File: src/dbgm_cfg.svh
// What this block does
// - Segment select 1 sends debug loads/stores in register range to system memory
// - Status bits 27, 26, 24, 23..18 read zero and ignore writes
// - Count-in-debug reads 0; cycle counter stopped while in debug mode
// - Exception code 14:10 records latest debug-mode cause; code 30 is cache error
// - Bit 8 read/write single-step enable, resets to 0
// - Bit 5 flags debug interrupt; cleared by exception in debug mode
// - Bit 1 flags breakpoint instruction; cleared by exception in debug mode
// - Bit 0 flags single step; cleared by exception in debug mode
// - Return pc loads on every debug exception and debug-mode exception
// - Precise: faulting pc, or branch pc with delay-slot flag set
// - Imprecise: return pc holds resume address
// - 32-bit scratch register with no side effects
// - Debug-mode accesses from 0xff200000 to segment top bypass translation
// - Segment split: probe region 0xff20_0000, register region 0xff30_0000 up
// - Physical address bits 35:32 are zero in the debug segment
// - Probe serves all fetches in probe region, data when segment select 0
// - Register region accessible only with segment select 0
// - Debug control 0x0000, break status 0x000c, break set 0x0300..0x0314
// - Control bit 29 shows endian mode, 1 big-endian, resets to 1
// - Control bits 17 and 16 read zero
// - Control bits 4, 3, 1 read 1; bit 2 reads 0
// - Control bit 0 mirrors probe enable of test port control
// - Segment select 0 routes debug loads/stores in register range to registers
// - Debug mode flag bit 30 is 1 in debug mode, resets to 0
`ifndef DBGM_CFG_SVH
`define DBGM_CFG_SVH
`define DBGM_SEG_PROBE      12'hff2
`define DBGM_SEG_REGS       12'hff3
`define DBGM_OFF_CTRL       20'h00000
`define DBGM_OFF_BSTAT      20'h0000c
`define DBGM_OFF_BADDR_LO   20'h00300
`define DBGM_OFF_BDATA      20'h00304
`define DBGM_OFF_BDMASK     20'h00308
`define DBGM_OFF_BCTRL      20'h0030c
`define DBGM_OFF_BADDR_HI   20'h00310
`define DBGM_OFF_BHMASK     20'h00314
`define DBGM_ST_DD          31
`define DBGM_ST_DM          30
`define DBGM_ST_SEGSEL      28
`define DBGM_ST_VER_LO      15
`define DBGM_ST_CODE_HI     14
`define DBGM_ST_CODE_LO     10
`define DBGM_ST_SS          8
`define DBGM_ST_DI          5
`define DBGM_ST_DB          1
`define DBGM_ST_DS          0
`define DBGM_ST_WMASK       32'h1000_0100
`define DBGM_CTRL_CONST     32'h0000_001a
`define DBGM_CTRL_EN        29
`define DBGM_CODE_CACHE_ERROR_CODE  5'h1e
`define DBGM_BCTRL_WMASK    32'hffff_ffc9
`define DBGM_BHI_WMASK      32'h0000_000f
`endif

File: src/dbgm_pkg.sv
package dbgm_pkg;
    typedef enum logic [2:0]
    {
        DBGM_EXC_STEP  = 3'b001,
        DBGM_EXC_BREAK = 3'b010,
        DBGM_EXC_INTR  = 3'b100
    } dbgm_exc_t;
    typedef enum logic [1:0]
    {
        DBGM_RT_NORMAL = 2'b00,
        DBGM_RT_PROBE  = 2'b01,
        DBGM_RT_REGS   = 2'b10,
        DBGM_RT_SYSMEM = 2'b11
    } dbgm_route_t;
endpackage

File: src/dbgm_decode.sv
`timescale 1ns/1ps
`default_nettype none
`include "dbgm_cfg.svh"
module dbgm_decode
(
    input  wire logic                  in_debug,
    input  wire logic                  seg_select,
    input  wire logic                  is_fetch,
    input  wire logic [31:0]           vaddr,
    output dbgm_pkg::dbgm_route_t      route,
    output logic                       bypass
);
    import dbgm_pkg::*;
    logic in_probe;
    logic in_regs;
    assign in_probe = vaddr[31:20] == `DBGM_SEG_PROBE;
    assign in_regs  = vaddr[31:20] == `DBGM_SEG_REGS;
    assign bypass   = in_debug && (in_probe || in_regs);
    always_comb
    begin
        route = DBGM_RT_NORMAL;
        if (in_debug && in_probe && (is_fetch || !seg_select))
            route = DBGM_RT_PROBE;
        else if (in_debug && in_regs && !is_fetch)
            route = seg_select ? DBGM_RT_SYSMEM : DBGM_RT_REGS;
    end
endmodule
`default_nettype wire

File: src/dbgm_top.sv
`timescale 1ns/1ps
`default_nettype none
`include "dbgm_cfg.svh"
module dbgm_top
(
    input  wire logic                  core_clk,
    input  wire logic                  reset_n,
    // Coprocessor register port
    input  wire logic                  cp_wr,
    input  wire logic [1:0]            cp_sel,
    input  wire logic [31:0]           cp_wdata,
    output logic      [31:0]           cp_rdata_q,
    // Exception events from the pipeline
    input  wire logic                  dbg_exc,
    input  wire dbgm_pkg::dbgm_exc_t   dbg_exc_kind,
    input  wire logic                  norm_exc,
    input  wire logic [4:0]            norm_exc_code,
    input  wire logic                  exc_precise,
    input  wire logic                  exc_in_slot,
    input  wire logic [31:0]           exc_pc,
    input  wire logic [31:0]           branch_pc,
    input  wire logic [31:0]           resume_pc,
    input  wire logic                  debug_return,
    input  wire logic                  big_endian,
    input  wire logic                  probe_enable,
    input  wire logic                  bus_break_hit,
    // Memory access decode
    input  wire logic                  acc_valid,
    input  wire logic                  acc_fetch,
    input  wire logic                  acc_write,
    input  wire logic [31:0]           acc_vaddr,
    input  wire logic [31:0]           acc_wdata,
    output dbgm_pkg::dbgm_route_t      acc_route_q,
    output logic                       acc_bypass_q,
    output logic      [3:0]            acc_paddr_hi_q,
    output logic      [31:0]           acc_rdata_q,
    output logic                       step_enable_q,
    output logic                       count_stop_q,
    output logic                       debug_mode_q
);
    import dbgm_pkg::*;

    logic        delay_slot_q;
    logic        seg_select_q;
    logic [4:0]  exc_code_q;
    logic        flag_intr_q;
    logic        flag_brk_q;
    logic        flag_step_q;
    logic [31:0] return_pc_q;
    logic [31:0] scratch_q;
    logic        endian_q;
    logic        bstat_q;
    logic [31:0] baddr_lo_q;
    logic [31:0] bdata_q;
    logic [31:0] bdmask_q;
    logic [31:0] bctrl_q;
    logic [31:0] baddr_hi_q;
    logic [31:0] bhmask_q;
    logic [2:0]  probe_sync_q;
    logic        probe_en_q;
    logic [31:0] status_w;
    logic [31:0] ctrl_w;
    logic        any_exc;
    logic        exc_in_dbg;
    dbgm_route_t route_w;
    logic        bypass_w;
    logic        reg_wr;
    logic [19:0] reg_off;

    assign any_exc    = dbg_exc || (norm_exc && debug_mode_q);
    assign exc_in_dbg = norm_exc && debug_mode_q;
    assign reg_off    = acc_vaddr[19:0];
    assign reg_wr     = acc_valid && acc_write && route_w == DBGM_RT_REGS;

    dbgm_decode dbgm_decode_inst
    (
        .in_debug   (debug_mode_q),
        .seg_select (seg_select_q),
        .is_fetch   (acc_fetch),
        .vaddr      (acc_vaddr),
        .route      (route_w),
        .bypass     (bypass_w)
    );

    function automatic logic [31:0] reg_read(input logic [19:0] off);
        unique case (off)
            `DBGM_OFF_CTRL:     reg_read = ctrl_w;
            `DBGM_OFF_BSTAT:    reg_read = {31'h0, bstat_q};
            `DBGM_OFF_BADDR_LO: reg_read = baddr_lo_q;
            `DBGM_OFF_BDATA:    reg_read = bdata_q;
            `DBGM_OFF_BDMASK:   reg_read = bdmask_q;
            `DBGM_OFF_BCTRL:    reg_read = bctrl_q;
            `DBGM_OFF_BADDR_HI: reg_read = baddr_hi_q;
            `DBGM_OFF_BHMASK:   reg_read = bhmask_q;
            default:            reg_read = 32'h0;
        endcase
    endfunction

    // Status word; unlisted bits read zero
    always_comb
    begin
        status_w = 32'h0;
        status_w[`DBGM_ST_DD] = delay_slot_q;
        status_w[`DBGM_ST_DM] = debug_mode_q;
        status_w[`DBGM_ST_SEGSEL] = seg_select_q;
        status_w[`DBGM_ST_VER_LO] = 1'b1;
        status_w[`DBGM_ST_CODE_HI:`DBGM_ST_CODE_LO] = exc_code_q;
        status_w[`DBGM_ST_SS] = step_enable_q;
        status_w[`DBGM_ST_DI] = flag_intr_q;
        status_w[`DBGM_ST_DB] = flag_brk_q;
        status_w[`DBGM_ST_DS] = flag_step_q;
    end

    always_comb
    begin
        ctrl_w = `DBGM_CTRL_CONST;
        ctrl_w[`DBGM_CTRL_EN] = endian_q;
        ctrl_w[0] = probe_en_q;
    end

    // Probe enable from outside, three-stage sampled
    always_ff @(posedge core_clk)
    begin
        if (!reset_n)
        begin
            probe_sync_q <= 3'h0;
            probe_en_q   <= 1'b0;
        end
        else
        begin
            probe_sync_q <= {probe_sync_q[1:0], probe_enable};
            if (probe_sync_q[1] == probe_sync_q[2])
                probe_en_q <= probe_sync_q[2];
        end
    end

    always_ff @(posedge core_clk)
    begin
        if (!reset_n)
            endian_q <= 1'b1;
        else
            endian_q <= big_endian;
    end

    always_ff @(posedge core_clk)
    begin
        if (!reset_n)
            debug_mode_q <= 1'b0;
        else if (dbg_exc)
            debug_mode_q <= 1'b1;
        else if (debug_return)
            debug_mode_q <= 1'b0;
    end

    // Writable status fields; read-only parts ignore writes
    always_ff @(posedge core_clk)
    begin
        if (!reset_n)
        begin
            step_enable_q <= 1'b0;
            seg_select_q  <= 1'b0;
        end
        else if (cp_wr && cp_sel == 2'h0)
        begin
            step_enable_q <= cp_wdata[`DBGM_ST_SS];
            seg_select_q  <= cp_wdata[`DBGM_ST_SEGSEL];
        end
    end

    // Cause flags: a fresh exception clears, a debug exception sets its kind
    always_ff @(posedge core_clk)
    begin
        if (!reset_n)
        begin
            flag_intr_q  <= 1'b0;
            flag_brk_q   <= 1'b0;
            flag_step_q  <= 1'b0;
            delay_slot_q <= 1'b0;
            exc_code_q   <= 5'h0;
        end
        else if (any_exc)
        begin
            flag_intr_q  <= dbg_exc && dbg_exc_kind == DBGM_EXC_INTR;
            flag_brk_q   <= dbg_exc && dbg_exc_kind == DBGM_EXC_BREAK;
            flag_step_q  <= dbg_exc && dbg_exc_kind == DBGM_EXC_STEP;
            delay_slot_q <= exc_precise && exc_in_slot;
            if (exc_in_dbg)
                exc_code_q <= norm_exc_code;
        end
    end

    always_ff @(posedge core_clk)
    begin
        if (!reset_n)
            return_pc_q <= 32'h0;
        else if (any_exc)
        begin
            if (!exc_precise)
                return_pc_q <= resume_pc;
            else if (exc_in_slot)
                return_pc_q <= branch_pc;
            else
                return_pc_q <= exc_pc;
        end
        else if (cp_wr && cp_sel == 2'h1)
            return_pc_q <= cp_wdata;
    end

    always_ff @(posedge core_clk)
    begin
        if (!reset_n)
            scratch_q <= 32'h0;
        else if (cp_wr && cp_sel == 2'h2)
            scratch_q <= cp_wdata;
    end

    always_ff @(posedge core_clk)
    begin
        if (!reset_n)
            cp_rdata_q <= 32'h0;
        else
            unique case (cp_sel)
                2'h0:    cp_rdata_q <= status_w;
                2'h1:    cp_rdata_q <= return_pc_q;
                2'h2:    cp_rdata_q <= scratch_q;
                default: cp_rdata_q <= 32'h0;
            endcase
    end

    // Break status: hit sets, writing 0 clears, set wins
    always_ff @(posedge core_clk)
    begin
        if (!reset_n)
            bstat_q <= 1'b0;
        else if (bus_break_hit)
            bstat_q <= 1'b1;
        else if (reg_wr && reg_off == `DBGM_OFF_BSTAT && !acc_wdata[0])
            bstat_q <= 1'b0;
    end

    // Break register set; address low and data are read-only
    always_ff @(posedge core_clk)
    begin
        if (!reset_n)
        begin
            baddr_lo_q <= 32'h0;
            bdata_q    <= 32'h0;
            bdmask_q   <= 32'h0;
            bctrl_q    <= 32'h0;
            baddr_hi_q <= 32'h0;
            bhmask_q   <= 32'h0;
        end
        else if (reg_wr)
        begin
            if (reg_off == `DBGM_OFF_BDMASK)
                bdmask_q <= acc_wdata;
            if (reg_off == `DBGM_OFF_BCTRL)
                bctrl_q <= acc_wdata & `DBGM_BCTRL_WMASK;
            if (reg_off == `DBGM_OFF_BADDR_HI)
                baddr_hi_q <= acc_wdata & `DBGM_BHI_WMASK;
            if (reg_off == `DBGM_OFF_BHMASK)
                bhmask_q <= acc_wdata & `DBGM_BHI_WMASK;
        end
    end

    // Registered access decode and register read data
    always_ff @(posedge core_clk)
    begin
        if (!reset_n)
        begin
            acc_route_q    <= DBGM_RT_NORMAL;
            acc_bypass_q   <= 1'b0;
            acc_paddr_hi_q <= 4'h0;
            acc_rdata_q    <= 32'h0;
        end
        else
        begin
            acc_route_q  <= acc_valid ? route_w : DBGM_RT_NORMAL;
            acc_bypass_q <= acc_valid && bypass_w;
            acc_paddr_hi_q <= bypass_w ? 4'h0 : baddr_hi_q[3:0];
            if (acc_valid && route_w == DBGM_RT_REGS)
                acc_rdata_q <= reg_read(reg_off);
        end
    end

    always_ff @(posedge core_clk)
    begin
        if (!reset_n)
            count_stop_q <= 1'b0;
        else
            count_stop_q <= dbg_exc || (debug_mode_q && !debug_return);
    end
endmodule
`default_nettype wire

File: config.mk
export PLATFORM = sky130hd
export DESIGN_NAME = dbgm_top
export DESIGN_NICKNAME = d
export VERILOG_FILES = /design/src/dbgm_pkg.sv /design/src/dbgm_decode.sv /design/src/dbgm_top.sv
export VERILOG_INCLUDE_DIRS = /design/src /design/src/src
export SDC_FILE = /design/constraint.sdc
export NUM_CORES = 1
export LEC_CHECK = 0
export BUFFER_PORTS_ARGS = -buffer_cell sky130_fd_sc_hd__clkbuf_2
export CAP_MARGIN = 20
export CORE_MARGIN = 2
export CORE_UTILIZATION = 56
export CTS_CLUSTER_DIAMETER = 30
export DETAILED_ROUTE_END_ITERATION = 7
export PLACE_DENSITY_LB_ADDON = 0.3
export SLEW_MARGIN = 20
export SYNTH_ARGS = -nofsm -noshare
export SYNTH_HDL_FRONTEND = slang
export SYNTH_SLANG_ARGS = --single-unit
File: constraint.sdc
create_clock -name core_clk -period 6.5 [get_ports core_clk]
set_clock_uncertainty 0.15 [all_clocks]
set_input_delay 1.3 -clock core_clk [delete_from_list [all_inputs] [get_ports core_clk]]
set_output_delay 1.3 -clock core_clk [all_outputs]
set_load 0.1 [all_outputs]
Word-level counts from Yosys, hierarchy flattened
Index checks and enable logic that the tools add are counted.

word-level totals
  flip-flop bits (word level) = 222
  input port bits = 216
  output and inout port bits = 74
  word-level logic and storage cells = 92

cells by class
  equality and inequality tests = 14
  mux-type cells = 13
  bitwise gates (word level) = 1
  reduce and logical (&&, ||, !) cells = 40

operator list
  cell                  number
  $pmux 32 s6           1
  $mux 32               4
  $pmux 32 s3           1
  $eq 20x10->1 const B  4
  $eq 12x12->1 const B  2
  $eq 20x4->1 const B   1
  $logic_and 1x1->1     20
  $logic_not 20->1      1
  $reduce_and 2->1      6
  $reduce_bool 2->1     3
  $mux 1                5
  $eq 2x2->1 const B    2
  $logic_not 1->1       4
  $logic_or 1x1->1      4
  $mux 2                2
  $eq 3x1->1 const B    1
  $eq 3x2->1 const B    1
  $eq 3x3->1 const B    1
  $eq 2x1->1 const B    1
  $logic_not 2->1       1
  $reduce_or 2->1       1
  $eq 1x1->1            1
  $not 1->1             1

Depth between registers and ports, before layout
  depth after elaboration = 11
  depth in mapped cells = 8
  gate-level depth less buffers = 5

Hierarchy
From an unflattened synthesis, not the netlist that was laid out.

unflattened totals
  cells, all modules = 1076
  area, all modules = 9688.0 um^2

modules (own cells, without submodules)
  module       instances  cells each  area an instance (um^2)  sequential area each (um^2)
  dbgm_top     1          1067        9621.7                   4444.3
  dbgm_decode  1          9           66.3                     0.0

Least setup slack after synthesis
OpenSTA, ideal clock, no wires.

  path kind = input -> register
  start point = input port acc_vaddr[22]
  end point = register bhmask_q[0]
  setup time = 116 ps
  arrival = 2845 ps
  required time = 6234 ps
  slack = 3389 ps
  stages = 6
  path buffers = 1
  cells stage by stage = nand4bb_1 -> or4_1 -> or4_1 -> buf_2 -> mux2i_1 -> nor2b_1

between the ends
  longest elaborated chain between the ends = 8
  elaborated cells on any way between the ends = 11
  classes of those cells = eq/ne (3); mux (2); reduce/logical (6)

RTL lines
  item                                 RTL line           RTL
  start: declaration                   dbgm_top.sv:31     input wire logic [31:0] acc_vaddr,
  $eq 12x12->1 (no source line)        -
  $logic_and 1x1->1 (2 in a row)       dbgm_decode.sv:24  else if (in_debug && in_regs && !is_fetch)
  $mux 2                               dbgm_decode.sv:24
  $mux 2 *                             dbgm_decode.sv:22  if (in_debug && in_probe && (is_fetch || !seg_select))
  $eq 2x2->1 *                         dbgm_top.sv:73     assign reg_wr = acc_valid && acc_write && route_w == DBGM_RT_REGS;
  $logic_and 1x1->1 *                  dbgm_top.sv:73
  $reduce_and 2->1 (no source line) *  -
  end signal: assignment               dbgm_top.sv:262    bhmask_q <= acc_wdata & `DBGM_BHI_WMASK;
  end: declaration                     dbgm_top.sv:58     logic [31:0] bhmask_q;

Every way passes the cells marked *; elsewhere a longest branch is shown, timed or not.
A chain may end at the register's enable or synchronous reset.

Worst setup path in the final report
  start point = input port cp_sel[1]
  end point = register scratch_q[15]

between the ends
  longest elaborated chain between the ends = 2

RTL lines
  item                    RTL line         RTL
  start: declaration      dbgm_top.sv:10   input wire logic [1:0] cp_sel,
  $eq 2x2->1              dbgm_top.sv:213  else if (cp_wr && cp_sel == 2'h2)
  $logic_and 1x1->1       dbgm_top.sv:213
  end signal: assignment  dbgm_top.sv:214  scratch_q <= cp_wdata;
  end: declaration        dbgm_top.sv:50   logic [31:0] scratch_q;

Every way passes these cells.

==> run metrics <==
placed insts=1554; fraction of final layout cells sized beyond drive strength 1=0.273; diodes inserted=0; Worst slew margin=0.246; Slowest Stage Delay on Critical Path=880 ps; largest cells by area after synthesis=dfxtp_1, nand2_1, a21boi_0, mux2i_1, a22oi_1; Hold Path End=probe_sync_q[1]; Worst Max-Slew Pin Slew=1130 ps; Most used DFF post-synth=dfxtp_1; DRC viols=0; #FFs+latches synth=222; Final Hold Fails=0; Synth Area per Inst=8.58 µm²; RePlAce Congestion=0.877; fin crit period=3600 ps; CP Max Fanout=32; status=completed; Routed WL=26800 µm; # fillers=1240; syn_nets=1339; Simple-Gate Fraction of Synth Area=0.214; Unique masters post-synth=47; Async SR Flop Fraction=0; Setup crit start kind=input port; Synth top area share=0.461; initial drt markers=657; Starting Density=0.577; die height=135 µm; Adder-Cell Fraction of Synth Area=0; mux contribution to synthesized area=0.0572; flop-to-flop setup slack=3640 ps; final HPWL from detailed placement=17700 µm; PwrDens=313 nW/µm²; largest family of logic cells by synthesized area=compound AO/OA/AOI/OAI gates; met3 GRT Util=0.0557; worst reg2reg startpoint=debug_mode_q; leak pwr=0.00541 µW; Sink Count=222; multi-input logic area=4840 µm²; Final TNS setup=0 ps; final antenna-violating net count=0; CP Cell Sequence=clkbuf_2 -> nor2b_2 -> nand2_1 -> nand2_1 -> a21boi_0; Synth-to-Final Area Change=30.4%; post-CTS setup buffer count=0; slowest stage cell, crit path=nand2_1; RSZ-0062 raised after global routing=false; post-synth top area cell=dfxtp_1; Peak supply drop=236 µV; Max-Cap Viols=0; hold buffers post-CTS=0; Fin Hold WS=288 ps; routed vias/inst=5.62; # IOs=290; gr busiest metal=met2; Tot GR Track Use=0.288; XOR/XNOR Fraction of Synth Area=0.00182; Tcrit/Tclk final=0.554; synthesized area=9630 µm²; f_max=278 MHz; post_cts resized=0; R2R cell count=5; FF/Latch Area=4440 µm²; Clock Path Buffers=3; met1 Use GR=0.331; yosys warns=0; latest clock arrival within the worst-skew pair=510 ps; Worst-path clk slew=50 ps; EDFF count, synth=0; worst hold stages=1; gr ovfl total=0; placed cell areas=11100 µm²; most used cell, CP=nand2_1; die area=18300 µm²; cell area after layout=12600 µm²; Core Area=16700 µm²; first drt pass iteration count=6; complex-gate fraction of the synthesized area=0.226; number of global-route vias before repair=8907; Mapped Cells=1123; nets=1592; Worst Hold Class=register to register; min-delay src=probe_sync_q[0]; first-pass GRT wire length=42500 µm; met2 usage=0.519; max-slew violations=0; largest net degree at the start of global routing=124; Num CTS Buffers=40; FP Rows=47; H-tree lvl count=2; CP delay by family, top=simple AND/OR/NAND/NOR gates; Crit Reg-Reg Endpoint=acc_rdata_q[10]; final total power=3940 µW; Final setup viols=0; wire length per cell=16.5 µm; Via Count=9147; most frequent cell after synthesis=nand2_1; WP data required=6740 ps; post-synthesis sequential area ratio=0.461; CTS tree=done; worst path bufs/invs=1; arrival time at the worst endpoint=3850 ps; PortBufs=289; Chip Width=135 µm; Worst Setup Path Type=input port to register; Final Instance Count excl. Fillers=1628; Post-synth top cells=nand2_1, dfxtp_1, a21boi_0; Crit. End Element=register; clk root buf=clkbuf_16; initial antenna violation count=0
state kept, by name, summed over array words and instances, names as in the netlist, 2 cells and up:
name / flops
acc_rdata_q: 32
bdmask_q: 32
cp_rdata_q: 32
return_pc_q: 32
scratch_q: 32
bctrl_q: 28
exc_code_q: 5
acc_paddr_hi_q: 4
baddr_hi_q: 4
bhmask_q: 4
probe_sync_q: 3
acc_route_q: 2
through the flow:
| step | util | setup slack, ps |
|---|---|---|
| final | 0.752 | 2900 |
| after global routing | 0.752 | 2620 |
| after CTS | 0.752 | 2860 |
| after global placement | 0.664 | 2410 |
| after detailed placement | 0.666 | 2350 |
| after floorplan | - | 3390 |
routing by layer:
metal,vias to the layer above,part of all wire
li1,4434,-
met1,4250,0.39
met2,390,0.50
met3,73,0.074
met4,0,0.038
met5,-,0
worst max path at each step:
stage | from | to | slack, ps | depth (start not counted)
2_1_floorplan | acc_vaddr[22] | bhmask_q[0] | 3390 | 6
3_3_place_gp | cp_sel[1] | scratch_q[24] | 2410 | 5
3_5_place_dp | cp_sel[1] | scratch_q[7] | 2350 | 5
4_1_cts | cp_sel[1] | scratch_q[6] | 2860 | 5
5_1_grt | cp_sel[1] | scratch_q[14] | 2620 | 5
6_report | cp_sel[1] | scratch_q[15] | 2900 | 5
area by class of cell:
class / instances / area share
Clock buffer: 45 / 0.0837
Clock inverter: 29 / 0.0306
Inverter: 6 / 0.00179
Multi-Input combinational cell: 806 / 0.385
Sequential cell: 222 / 0.354
Tap cell: 220 / 0.0219
Timing Repair Buffer: 300 / 0.123
layout by cell type, fill, tap and decap left out, types with 6 or more instances in the layout:
cell	synthesis	final
o21ai_1	13	13
nor2_1	40	40
o211a_1	32	32
nand2_1	278	277
clkinv_4	0	6
clkbuf_16	0	41
and2_1	24	23
nand3_1	14	14
clkinvlp_4	0	6
a21boi_1	26	26
nor2b_1	37	35
bufinv_16	0	7
o21ai_0	34	34
nor3_1	7	7
dfxtp_1	222	222
a21oi_1	37	36
buf_4	3	9
nor4_1	6	6
inv_6	0	7
a21boi_0	75	75
mux2i_1	55	55
clkbuf_2	0	288
inv_1	6	6
a22oi_1	46	46
a211oi_1	33	33
power breakdown:
part / total [µW] / internal (µW) / switching (µW)
logic: 330 / 128 / 202
registers: 1420 / 1400 / 20.4
clock network: 2190 / 1460 / 727
total: 3940 / 2990 / 949
kinds of logic (layout without fill, tap and decap cells):
| family | Yosys count | in the layout |
|---|---|---|
| DFF | 222 | 222 |
| muxes | 55 | 55 |
| buffers and inverters | 95 | 380 |
| xor gates and xnor gates | 2 | 2 |
| AOI/OAI and AO/OA | 306 | 306 |
| and+or+nand+nor | 443 | 443 |
Note: power is estimated with default switching activity, not from simulation.
